<file path="config.mk">
export PLATFORM = sky130hd
export DESIGN_NAME = spi_port_control
export DESIGN_NICKNAME = d
export VERILOG_FILES = /design/src/logic/spi_port_pkg.sv /design/src/logic/shift_link_if.sv /design/src/logic/spi_shifter.sv /design/src/logic/spi_port_control.sv
export SDC_FILE = /design/constraint.sdc
export NUM_CORES = 1
export LEC_CHECK = 0
export BUFFER_PORTS_ARGS = -buffer_cell sky130_fd_sc_hd__clkbuf_2
export CORE_ASPECT_RATIO = 1.75
export CORE_MARGIN = 1.5
export CORE_UTILIZATION = 49
export DETAILED_ROUTE_END_ITERATION = 10
export PLACE_DENSITY = 0.78
export SYNTH_ARGS = -nofsm -noshare
export SYNTH_HDL_FRONTEND = slang
export SYNTH_SLANG_ARGS = --single-unit
export TNS_END_PERCENT = 1
</file>
<file path="constraint.sdc">
create_clock -name mclk -period 7.9 [get_ports mclk]
set_clock_uncertainty 0.1 [all_clocks]
set_input_delay 1.58 -clock mclk [delete_from_list [all_inputs] [get_ports mclk]]
set_output_delay 1.58 -clock mclk [all_outputs]
set_load 0.01 [all_outputs]
</file>
<file path="src/logic/spi_port_pkg.sv">
// Purpose: Shared constants and types for the serial peripheral port
// Assumes: APB register bus with 32-bit data, mclk at 10 MHz
// Notes:   Offsets are byte addresses; all registers reset to zero except bit 0 of flags and format, which reads one
package spi_port_pkg;
  // Register byte offsets
  localparam logic [7:0] ShiftDataOff   = 8'h00;
  localparam logic [7:0] PortControlOff = 8'h04;
  localparam logic [7:0] IntFlagsOff    = 8'h08;
  localparam logic [7:0] CharFormatOff  = 8'h0c;
  localparam logic [7:0] BitRateOff     = 8'h14;
  localparam logic [7:0] DmaControlOff  = 8'h18;
  // Control field positions
  localparam int CtlIrqEn    = 7;
  localparam int CtlForce    = 6;
  localparam int CtlTimerEn  = 5;
  localparam int CtlPhase    = 4;
  localparam int CtlIdleHigh = 3;
  localparam int CtlWiredOr  = 2;
  localparam int CtlMaster   = 1;
  localparam int CtlStart    = 0;
  // Flag field positions
  localparam int FlIrq       = 7;
  localparam int FlTxOvr     = 6;
  localparam int FlCollision = 5;
  localparam int FlAbort     = 4;
  localparam int FlRxOvr     = 3;
  localparam int FlTxUnder   = 2;
  localparam int FlActive    = 1;
  localparam int FlSelected  = 0;
  // Format field positions
  localparam int FmtMsbAlign = 7;
  localparam int FmtLenLo    = 2;
  localparam int FmtSelDir   = 1;
  localparam int FmtSelVal   = 0;
  // DMA enable positions in the DMA control register
  localparam int DmaRxEn     = 31;
  localparam int DmaTxEn     = 15;
  // Reset values
  localparam logic [7:0]  CtlReset   = 8'h00;
  localparam logic [7:0]  FmtReset   = 8'h00;
  localparam logic [15:0] DataReset  = 16'h0000;
  localparam logic [15:0] RateReset  = 16'h0000;
  // Minimum legal reload value for master operation
  localparam logic [15:0] RateMin    = 16'h0002;
  // Shifter states
  typedef enum logic [2:0] {
    StIdle  = 3'b001,
    StLead  = 3'b010,
    StTrail = 3'b100
  } shift_state_t;
endpackage : spi_port_pkg

</file>
<file path="src/logic/shift_link_if.sv">
// Purpose: Carries shifter command and status between top and shifter
// Assumes: Single mclk domain
// Notes:   Control side drives cfg, shifter drives status
`timescale 1ns/100ps
`default_nettype none
interface shift_link_if;
  logic        enable;     // Port started, master or slave
  logic        master;     // Master mode
  logic        phase;      // Clock phase
  logic        idleHigh;   // Serial clock idle level
  logic [15:0] divisor;    // Half-period reload
  logic [4:0]  bitCount;   // Bits per character 1..16
  logic [15:0] txWord;     // MSB-first transmit word
  logic        txValid;    // Transmit word waiting
  logic        txTake;     // Shifter took the word
  logic [15:0] rxWord;     // Received character
  logic        rxDone;     // Character complete pulse
  logic        busy;       // Transfer in progress
  logic        abort;      // Slave abort pulse
  logic        sclkIn;     // Synchronised serial clock
  logic        selIn;      // Synchronised select, low active
  logic        dataIn;     // Synchronised data input
  logic        sclkOut;    // Serial clock drive value
  logic        dataOut;    // Serial data drive value
  modport ctl (output enable, master, phase, idleHigh, divisor, bitCount, txWord,
               txValid, sclkIn, selIn, dataIn,
               input txTake, rxWord, rxDone, busy, abort, sclkOut, dataOut);
  modport shf (input enable, master, phase, idleHigh, divisor, bitCount, txWord,
               txValid, sclkIn, selIn, dataIn,
               output txTake, rxWord, rxDone, busy, abort, sclkOut, dataOut);
endinterface : shift_link_if
`default_nettype wire

</file>
<file path="src/logic/spi_shifter.sv">
// Purpose: Character shifter for master and slave operation
// Assumes: Inputs already synchronised to mclk
// Notes:   Shifts MSB first; slave sees serial clock edges on mclk
`timescale 1ns/100ps
`default_nettype none
module spi_shifter (
  input  wire logic   mclk,  // System clock
  input  wire logic   rst_n, // Async reset, low active
  shift_link_if.shf   lnk    // Link to register block
);
  spi_port_pkg::shift_state_t stateQ, stateD;
  logic [15:0] shQ;          // Shift register
  logic [15:0] rxQ;          // Receive assembly
  logic [4:0]  cntQ;         // Bits done
  logic [15:0] divQ;         // Half-period counter
  logic        sckQ;         // Master serial clock
  logic        sckPrevQ;     // Last sampled serial clock
  logic        selPrevQ;     // Last sampled select
  logic        doneQ;        // Completion pulse
  logic        abortQ;       // Abort pulse
  logic        takeQ;        // Load pulse

  // Slave edge detection from synchronised clock
  wire slaveActive = lnk.enable && !lnk.master && !lnk.selIn;
  wire sckEdge     = lnk.sclkIn != sckPrevQ;
  wire divHit      = divQ <= 16'h0001;
  wire masterTick  = lnk.enable && lnk.master && divHit;
  wire tick        = lnk.master ? masterTick : (slaveActive && sckEdge);
  wire lastBit     = (cntQ + 5'h01) == lnk.bitCount;
  wire selStart    = !lnk.master && selPrevQ && !lnk.selIn;

  assign lnk.txTake  = takeQ;
  assign lnk.rxWord  = rxQ;
  assign lnk.rxDone  = doneQ;
  assign lnk.abort   = abortQ;
  assign lnk.busy    = stateQ != spi_port_pkg::StIdle;
  assign lnk.sclkOut = sckQ;
  assign lnk.dataOut = shQ[15];

  // Next state: lead edge samples in phase 0, trail edge in phase 1; trail edge shifts
  always_comb begin
    stateD = stateQ;
    unique case (stateQ)
      spi_port_pkg::StIdle: begin
        if (lnk.enable && lnk.txValid && (lnk.master || slaveActive)) stateD = spi_port_pkg::StLead;
      end
      spi_port_pkg::StLead: begin
        if (!lnk.enable) stateD = spi_port_pkg::StIdle;
        else if (tick) stateD = spi_port_pkg::StTrail;
      end
      spi_port_pkg::StTrail: begin
        if (!lnk.enable) stateD = spi_port_pkg::StIdle;
        else if (tick) stateD = lastBit ? spi_port_pkg::StIdle : spi_port_pkg::StLead;
      end
    endcase
    if (!lnk.master && lnk.selIn && stateQ != spi_port_pkg::StIdle) stateD = spi_port_pkg::StIdle;
  end

  // State and edge history
  always_ff @(posedge mclk or negedge rst_n) begin
    if (!rst_n) begin
      stateQ   <= spi_port_pkg::StIdle;
      sckPrevQ <= 1'b0;
      selPrevQ <= 1'b1;
    end else begin
      stateQ   <= stateD;
      sckPrevQ <= lnk.sclkIn;
      selPrevQ <= lnk.selIn;
    end
  end

  // Bit rate divider, reload from divisor
  always_ff @(posedge mclk or negedge rst_n) begin
    if (!rst_n) divQ <= 16'h0000;
    else if (stateQ == spi_port_pkg::StIdle || divHit) divQ <= lnk.divisor;
    else divQ <= divQ - 16'h0001;
  end

  // Serial clock parks at idle level after each character
  always_ff @(posedge mclk or negedge rst_n) begin
    if (!rst_n) sckQ <= 1'b0;
    else if (stateQ == spi_port_pkg::StIdle) sckQ <= lnk.idleHigh;
    else if (masterTick) sckQ <= ~sckQ;
  end

  // Shift data path; phase picks sample edge
  always_ff @(posedge mclk or negedge rst_n) begin
    if (!rst_n) begin
      shQ <= 16'h0000; rxQ <= 16'h0000; cntQ <= 5'h00;
      takeQ <= 1'b0; doneQ <= 1'b0; abortQ <= 1'b0;
    end else begin
      takeQ  <= 1'b0;
      doneQ  <= 1'b0;
      abortQ <= !lnk.master && lnk.selIn && stateQ != spi_port_pkg::StIdle
                && cntQ != 5'h00;
      if (stateQ == spi_port_pkg::StIdle && stateD == spi_port_pkg::StLead) begin
        // Phase 0 has data valid before first edge
        shQ   <= lnk.txWord;
        takeQ <= 1'b1;
        cntQ  <= 5'h00;
      end else if (selStart) begin
        cntQ <= 5'h00;
      end else if (tick && stateQ == spi_port_pkg::StLead) begin
        if (!lnk.phase) rxQ <= {rxQ[14:0], lnk.dataIn};
      end else if (tick && stateQ == spi_port_pkg::StTrail) begin
        if (lnk.phase) rxQ <= {rxQ[14:0], lnk.dataIn};
        shQ  <= {shQ[14:0], 1'b0};
        cntQ <= cntQ + 5'h01;
        doneQ <= lastBit;
      end
    end
  end
endmodule : spi_shifter
`default_nettype wire

</file>
<file path="src/logic/spi_port_control.sv">
// Purpose: APB register block and pin control of the serial port
// Assumes: mclk 10 MHz, APB slave with zero wait states
// Notes:   Functional notes follow
// Functional notes
// - Interrupt output only while enable bit set
// - DMA on suppresses data interrupt, errors stay
// - Force bit sets pending flag, may interrupt
// - Force bit cleared by zero or pending flag write
// - Timer bit runs rate timer, not while started
// - Phase picks data valid before or after edge
// - Serial clock parks at idle level bit
// - Wired-or bit makes pins open drain
// - Master bit selects master, else slave
// - Start bit runs, stop keeps configuration
// - Pending flag W1C, held by error flags
// - Transmit overrun on write to full buffer
// - Collision flag on mode fault
// - Slave abort flag on early deselect
// - Receive overrun when receive buffer full
// - Transmit underrun when buffer empty, slave only
// - Active status reads one during transfer
// - Selected status reads zero when selected
// - Alignment bit places short transmit data
// - Direction one drives select pin in master mode
// - Direction zero input, master mode only
// - Select value drives pin or reads level
//
// Chosen here: the APB interface to the registers.
`timescale 1ns/100ps
`default_nettype none
module spi_port_control (
  input  wire logic        mclk,      // System clock
  input  wire logic        rst_n,     // Async reset, low active
  input  wire logic        psel,      // APB select
  input  wire logic        penable,   // APB access phase
  input  wire logic        pwrite,    // APB write
  input  wire logic [7:0]  paddr,     // APB byte address
  input  wire logic [31:0] pwdata,    // APB write data
  output logic [31:0]      prdata,    // APB read data
  output logic             pready,    // APB ready
  output logic             pslverr,   // APB error
  output logic             irqOut,    // Port interrupt request
  input  wire logic        sclkIn,    // Serial clock pin level
  output logic             sclkOut,   // Serial clock drive value
  output logic             sclkOe,    // Serial clock enable
  input  wire logic        selIn,     // Select pin level, low active
  output logic             selOut,    // Select drive value
  output logic             selOe,     // Select enable
  input  wire logic        mosiIn,    // Master-out data pin level
  output logic             mosiOut,   // Master-out drive value
  output logic             mosiOe,    // Master-out enable
  input  wire logic        misoIn,    // Master-in data pin level
  output logic             misoOut,   // Master-in drive value
  output logic             misoOe     // Master-in enable
);
  shift_link_if lnk ();                 // Shifter link

  logic [7:0]  ctlQ;                    // Port control
  logic [7:0]  fmtQ;                    // Character format
  logic [15:0] txQ;                     // Transmit holding word
  logic        txFullQ;                 // Holding word valid
  logic [15:0] rxQ;                     // Receive holding word
  logic        rxFullQ;                 // Receive word unread
  logic [5:2]  errQ;                    // Error flags
  logic        txOvrQ;                  // Transmit overrun flag
  logic        irqFlagQ;                // Pending flag
  logic [15:0] rateQ;                   // Bit rate reload
  logic [31:0] dmaQ;                    // DMA enables kept
  logic [15:0] timerQ;                  // Rate timer counter
  logic [1:0]  sclkSyncQ, selSyncQ, mosiSyncQ, misoSyncQ; // Pin synchronisers
  logic        busyPrevQ;               // Last busy level
  logic [31:0] rdQ;                     // Read data register
  logic        irqQ, slvErrQ;           // Interrupt and error response
  logic [6:0]  pinQ;                    // Pin drive registers

  // APB decode
  wire acc     = psel && penable;
  wire wr      = acc && pwrite;
  wire rd      = acc && !pwrite;
  wire wrData  = wr && paddr == spi_port_pkg::ShiftDataOff;
  wire wrCtl   = wr && paddr == spi_port_pkg::PortControlOff;
  wire wrFl    = wr && paddr == spi_port_pkg::IntFlagsOff;
  wire wrFmt   = wr && paddr == spi_port_pkg::CharFormatOff;
  wire wrRate  = wr && paddr == spi_port_pkg::BitRateOff;
  wire wrDma   = wr && paddr == spi_port_pkg::DmaControlOff;
  wire rdData  = rd && paddr == spi_port_pkg::ShiftDataOff;
  wire mapped  = paddr == spi_port_pkg::ShiftDataOff || paddr == spi_port_pkg::PortControlOff
              || paddr == spi_port_pkg::IntFlagsOff || paddr == spi_port_pkg::CharFormatOff
              || paddr == spi_port_pkg::BitRateOff  || paddr == spi_port_pkg::DmaControlOff;

  // Configuration views
  wire started  = ctlQ[spi_port_pkg::CtlStart];
  wire master   = ctlQ[spi_port_pkg::CtlMaster];
  wire wiredOr  = ctlQ[spi_port_pkg::CtlWiredOr];
  wire dmaOn    = dmaQ[spi_port_pkg::DmaRxEn] || dmaQ[spi_port_pkg::DmaTxEn];
  wire [3:0] lenField = fmtQ[5:2];
  wire [4:0] bitCount = (lenField == 4'h0) ? 5'h10 : {1'b0, lenField};
  wire [4:0] padBits  = 5'h10 - bitCount;
  wire selDrive = master && fmtQ[spi_port_pkg::FmtSelDir];
  wire timerOn  = ctlQ[spi_port_pkg::CtlTimerEn] && !started;
  wire timerHit = timerOn && timerQ <= 16'h0001;
  // MSB-aligned data already sits high; LSB-aligned data is shifted up
  wire [15:0] txAligned = fmtQ[spi_port_pkg::FmtMsbAlign] ? txQ : (txQ << padBits);
  wire [15:0] rxMasked  = rxQ & ~(16'hffff << bitCount);
  wire modeFault = started && master && !selSyncQ[1] && !selDrive;
  wire dataEvent = busyPrevQ && !lnk.busy && !txFullQ && !dmaOn;
  wire underrun  = lnk.rxDone && !txFullQ && !master;
  wire rxOverrun = lnk.rxDone && rxFullQ && !rdData;
  wire txOverrun = wrData && txFullQ && !lnk.txTake;
  // Pending flag survives a clear while any error flag is left standing
  wire irqKeep   = !(wrFl && pwdata[spi_port_pkg::FlIrq])
                || |({txOvrQ, errQ} & ~(wrFl ? pwdata[6:2] : 5'h00));
  wire errSet    = modeFault || lnk.abort || rxOverrun || underrun || txOverrun;
  wire forceSet  = wrCtl && pwdata[spi_port_pkg::CtlForce];
  wire irqSet    = errSet || dataEvent || forceSet || timerHit;

  // Shifter hookup
  assign lnk.enable   = started;
  assign lnk.master   = master;
  assign lnk.phase    = ctlQ[spi_port_pkg::CtlPhase];
  assign lnk.idleHigh = ctlQ[spi_port_pkg::CtlIdleHigh];
  assign lnk.divisor  = rateQ;
  assign lnk.bitCount = bitCount;
  assign lnk.txWord   = txAligned;
  assign lnk.txValid  = txFullQ;
  assign lnk.sclkIn   = sclkSyncQ[1];
  assign lnk.selIn    = selSyncQ[1];
  assign lnk.dataIn   = master ? misoSyncQ[1] : mosiSyncQ[1];

  spi_shifter u_shifter (
    .mclk  (mclk),
    .rst_n (rst_n),
    .lnk   (lnk)
  );

  // Two-stage pin synchronisers
  always_ff @(posedge mclk or negedge rst_n) begin
    if (!rst_n) begin
      sclkSyncQ <= 2'b00; selSyncQ <= 2'b11; mosiSyncQ <= 2'b00; misoSyncQ <= 2'b00;
    end else begin
      sclkSyncQ <= {sclkSyncQ[0], sclkIn};
      selSyncQ  <= {selSyncQ[0], selIn};
      mosiSyncQ <= {mosiSyncQ[0], mosiIn};
      misoSyncQ <= {misoSyncQ[0], misoIn};
    end
  end

  // Control register; force bit cleared by zero or pending flag write
  always_ff @(posedge mclk or negedge rst_n) begin
    if (!rst_n) ctlQ <= spi_port_pkg::CtlReset;
    else if (wrCtl) ctlQ <= pwdata[7:0];
    else if (wrFl && pwdata[spi_port_pkg::FlIrq]) ctlQ[spi_port_pkg::CtlForce] <= 1'b0;
  end

  // Format, bit rate and DMA enables
  always_ff @(posedge mclk or negedge rst_n) begin
    if (!rst_n) begin
      fmtQ <= spi_port_pkg::FmtReset; rateQ <= spi_port_pkg::RateReset; dmaQ <= 32'h0000_0000;
    end else begin
      if (wrFmt) fmtQ <= pwdata[7:0] & 8'hbf;
      if (wrRate) rateQ <= pwdata[15:0];
      if (wrDma) dmaQ <= pwdata & 32'h8000_8000;
    end
  end

  // Transmit holding word
  always_ff @(posedge mclk or negedge rst_n) begin
    if (!rst_n) begin
      txQ <= spi_port_pkg::DataReset; txFullQ <= 1'b0;
    end else if (wrData && (!txFullQ || lnk.txTake)) begin
      txQ <= pwdata[15:0]; txFullQ <= 1'b1;
    end else if (lnk.txTake) begin
      txFullQ <= 1'b0;
    end
  end

  // Receive holding word; read empties it
  always_ff @(posedge mclk or negedge rst_n) begin
    if (!rst_n) begin
      rxQ <= spi_port_pkg::DataReset; rxFullQ <= 1'b0;
    end else if (lnk.rxDone && (!rxFullQ || rdData)) begin
      rxQ <= lnk.rxWord; rxFullQ <= 1'b1;
    end else if (rdData) begin
      rxFullQ <= 1'b0;
    end
  end

  // Error flags: set wins over write-one clear
  always_ff @(posedge mclk or negedge rst_n) begin
    if (!rst_n) begin
      errQ <= 4'h0; txOvrQ <= 1'b0;
    end else begin
      txOvrQ <= txOverrun || (txOvrQ && !(wrFl && pwdata[spi_port_pkg::FlTxOvr]));
      errQ[5] <= modeFault || (errQ[5] && !(wrFl && pwdata[spi_port_pkg::FlCollision]));
      errQ[4] <= lnk.abort || (errQ[4] && !(wrFl && pwdata[spi_port_pkg::FlAbort]));
      errQ[3] <= rxOverrun || (errQ[3] && !(wrFl && pwdata[spi_port_pkg::FlRxOvr]));
      errQ[2] <= underrun || (errQ[2] && !(wrFl && pwdata[spi_port_pkg::FlTxUnder]));
    end
  end

  // Pending flag held while any error flag stays
  always_ff @(posedge mclk or negedge rst_n) begin
    if (!rst_n) irqFlagQ <= 1'b0;
    else irqFlagQ <= irqSet || (irqFlagQ && irqKeep);
  end

  // Rate timer in timer mode
  always_ff @(posedge mclk or negedge rst_n) begin
    if (!rst_n) timerQ <= 16'h0000;
    else if (!timerOn || timerHit) timerQ <= rateQ;
    else timerQ <= timerQ - 16'h0001;
  end

  // Read mux register
  always_ff @(posedge mclk or negedge rst_n) begin
    if (!rst_n) rdQ <= 32'h0000_0000;
    else if (psel && !penable && !pwrite) begin
      unique case (paddr)
        spi_port_pkg::ShiftDataOff:   rdQ <= {16'h0000, rxMasked};
        spi_port_pkg::PortControlOff: rdQ <= {24'h000000, ctlQ};
        spi_port_pkg::IntFlagsOff:    rdQ <= {24'h000000, irqFlagQ, txOvrQ, errQ,
                                              lnk.busy,
                                              master ? 1'b1 : selSyncQ[1]};
        spi_port_pkg::CharFormatOff:  rdQ <= {24'h000000, fmtQ[7:1],
                                              selDrive ? fmtQ[0] : selSyncQ[1]};
        spi_port_pkg::BitRateOff:     rdQ <= {16'h0000, rateQ};
        spi_port_pkg::DmaControlOff:  rdQ <= dmaQ;
        default:                      rdQ <= 32'h0000_0000;
      endcase
    end
  end

  // Interrupt and pin registers
  always_ff @(posedge mclk or negedge rst_n) begin
    if (!rst_n) begin
      irqQ <= 1'b0; pinQ <= 7'h00; busyPrevQ <= 1'b0; slvErrQ <= 1'b0;
    end else begin
      busyPrevQ <= lnk.busy;
      slvErrQ   <= psel && !penable && !mapped;                  // Error stands in access phase
      irqQ <= ctlQ[spi_port_pkg::CtlIrqEn] && irqFlagQ;
      // Clock and master-out driven by master; open drain drives only low
      pinQ[0] <= wiredOr ? 1'b0 : lnk.sclkOut;
      pinQ[1] <= started && master && (!wiredOr || !lnk.sclkOut);
      pinQ[2] <= wiredOr ? 1'b0 : lnk.dataOut;
      pinQ[3] <= started && master && (!wiredOr || !lnk.dataOut);
      pinQ[6] <= started && !master && !selSyncQ[1] && (!wiredOr || !lnk.dataOut);
      pinQ[4] <= wiredOr ? 1'b0 : fmtQ[spi_port_pkg::FmtSelVal];
      pinQ[5] <= selDrive && (!wiredOr || !fmtQ[spi_port_pkg::FmtSelVal]);
    end
  end

  assign prdata  = rdQ;
  assign pready  = 1'b1;
  assign pslverr = slvErrQ;
  assign irqOut  = irqQ;
  assign sclkOut = pinQ[0];
  assign sclkOe  = pinQ[1];
  assign mosiOut = pinQ[2];
  assign mosiOe  = pinQ[3];
  assign misoOut = pinQ[2];
  assign misoOe  = pinQ[6];
  assign selOut  = pinQ[4];
  assign selOe   = pinQ[5];
endmodule : spi_port_control
`default_nettype wire

</file>
==> impl_metrics.py <==
metrics = {
    "run_status": {
        "status": "finished clean",
    },
    "min_path": {
        "holdPathStages": 0,
        "hold_path.class": "flip-flop to flip-flop",
    },
    "clock_network": {
        "clk_pin_slew_ns": 0.07,
        "cts.path.max_buffers": 2,
        "clock-root-buffer": "clkbuf_16",
        "numCtsBuffers": 17,
        "hold_buffers": 0,
        "clock_sinks": 186,
        "clock_latency_ns": 0.44,
        "cts_tree": "yes",
        "ctsResizeCount": 0,
        "h-tree-depth": 4,
        "post-cts-setup-buffer-count": 0,
    },
    "sta": {
        "period_share": 0.468,
        "setup_ws_ns": 4.20,
        "holdWs_ns": 0.250,
        "finalSetupTns_ns": 0,
        "tightest_slew_ns": 0.997,
        "max_freq_ghz": 0.270,
        "rsz0062_at_grt": "false",
        "period_needed_ns": 3.70,
        "relSlewSlack": 0.335,
        "slew_violations": 0,
        "setup_violations": 0,
        "hold_viol": 0,
    },
    "grt": {
        "track_usage": 0.248,
        "overflow": 0,
        "grt_max_degree": 110,
        "antenna_found_initial": 0,
        "grt_pass1_vias": 7108,
        "grt_pass1_wl_um": 37900,
    },
    "logic_synthesis": {
        "async_flop_share": 1.00,
        "syn-cell-area_um2": 9500,
        "yosysSeqAreaShare": 0.491,
        "syn_inst": 872,
        "synth-edff-count": 0,
        "yosys_warnings": 0,
        "synth.distinct_cells": 75,
        "synth.avg_cell_area_um2": 10.9,
        "ys.flop_type": "dfrtp_1",
        "synth_seq_cells": 186,
    },
    "setup_path": {
        "crit_fanout": 17,
        "path_buf_inv": 2,
        "critPathSlowestCell": "and3_1",
        "criticalPathCategory": "primary input to flip-flop",
        "crit_chain": "clkbuf_2 > or4_4 > nor2_1 > and3_1 > nor2b_1 > buf_4 > mux2_2",
        "critical_path_depth": 7,
        "crit_path_end_kind": "flip-flop",
        "slowest_delay_ns": 0.62,
        "crit_family": "simple AND/OR/NAND/NOR gates",
        "critPathArrivalTime_ns": 3.92,
        "worstPathRequired_ns": 8.12,
        "crit_path_start_kind": "primary input",
        "worstRegToRegCells": 8,
    },
    "placement": {
        "place_hpwl_um": 17100,
        "place.gp.congestion": 0.921,
        "io_buffer_count": 60,
        "pre_cts_slack_ns": 3.82,
        "placed_cell_area_um2": 9850,
    },
    "floorplan": {
        "initial_core_util": 0.497,
        "core_um2": 19100,
        "dieArea_um2": 20300,
        "die_x_um": 108,
        "num_io_pins": 92,
        "rows": 67,
        "die_y_um": 187,
    },
    "finish": {
        "area_growth_pct": 9.96,
        "drive_above_1_share": 0.236,
        "postLayoutCoreUtil": 0.546,
        "final_common_cell": "dfrtp_1",
        "diodes": 0,
        "nNetsFinal": 964,
        "mostFrequentLayoutCells": "dfrtp_1 (182), mux2_2 (79), nand2_1 (66), nor2_1 (63), clkbuf_2 (59)",
        "finalInstanceArea_um2": 10400,
    },
    "pwr": {
        "p_leak_nw": 4.88,
        "p_per_area_nw_per_um2": 191,
        "ir_drop_uv": 113,
    },
    "route": {
        "vias": 7042,
        "drc_errors": 0,
        "post_drt_wl_per_cell_um": 20.5,
        "wirelength_um": 23800,
        "vias_per_cell": 6.08,
        "ant_nets": 0,
        "firstDrtPassIters": 5,
        "drt_iter0_drc": 633,
    },
    "run": {
        "drv_cap": 0,
    },
}
[synth_stat cells (all sizes together) (7+ instances only)]
cell type / number / area, µm²
a21oi: 48 / 244
mux4: 15 / 338
nand2b: 11 / 83.8
a32oi: 10 / 87.6
o21ai: 45 / 225
xnor2: 24 / 210
mux2: 79 / 890
xor2: 14 / 123
mux2i: 23 / 230
nand2: 67 / 254
nor3: 25 / 159
nor2b: 9 / 56.3
a22oi: 13 / 97.6
nand3: 14 / 70.1
o22ai: 7 / 43.8
or3: 9 / 56.3
o31ai: 7 / 57.6
inv: 26 / 97.6
nor2: 63 / 236
buf: 31 / 239
dfrtp: 182 / 4550
ha: 10 / 125
and2: 7 / 43.8
clkbuf: 37 / 139
[where the power goes]
group	internal [mW]	switching, mW
clock network	0.455	0.419
registers	0.972	0.0185
logic	0.0426	0.0825
[logic make-up (layout without fill, tap and decap cells)]
family,count (synthesis),in the layout,share of synthesized area
AND/OR/NAND/NOR,242,242,0.132
flip-flops,186,186,0.491
AO/OA/AOI/OAI,183,183,0.125
multiplexers,117,117,0.153
buffers and inverters,94,126,0.0500
XOR/XNOR,38,38,0.0350
adder cells (fa/ha/maj),10,10,0.0132
other,2,16,0.000791
[layout make-up]
cell class / count / area (µm²)
Tap cell: 241 / 302
Multi-Input combinational cell: 606 / 4420
Clock inverter: 15 / 169
Timing Repair Buffer: 68 / 369
Sequential cell: 186 / 4660
Inverter: 26 / 97.6
Fill cell: 1653 / 8670
Clock buffer: 17 / 425
[routing by layer]
layer / wire, µm / track usage / up-vias
li1: - / - / 3168
met1: 8850 / 0.287 / 3494
met2: 12200 / 0.412 / 286
met3: 1140 / 0.0425 / 94
met4: 1650 / 0.170 / 0
met5: 0 / 0 / -
[state kept, by name, indices dropped and copies added (netlist names), 8 cells and up]
register / flops
u_shifter.divQ: 16
timerQ: 16
rxQ: 16
u_shifter.shQ: 16
lnk.divisor: 16
prdata: 17
txQ: 16
u_shifter.lnk.rxWord: 16
ctlQ: 8
[through the flow]
step                instances  power (mW)
floorplan                 886        1.08
global placement         1127        1.13
detailed placement       1127        1.13
CTS                      1159        2.00
global route             1159        2.05
finish                   1159        1.99
[path summary, 6_finish.rpt]
path	start	to	slack, ns
max	paddr[5]	lnk.divisor[12]	4.20
min	selSyncQ[0]	selSyncQ[1]	0.25
max reg2reg	fmtQ[2]	u_shifter.shQ[5]	4.38
min reg2reg	selSyncQ[0]	selSyncQ[1]	0.25
max in group asynchronous	rst_n	rxQ[1]	4.98
min in group asynchronous	rst_n	u_shifter.sckPrevQ	1.11
Note: power is estimated with default switching activity, not from simulation.
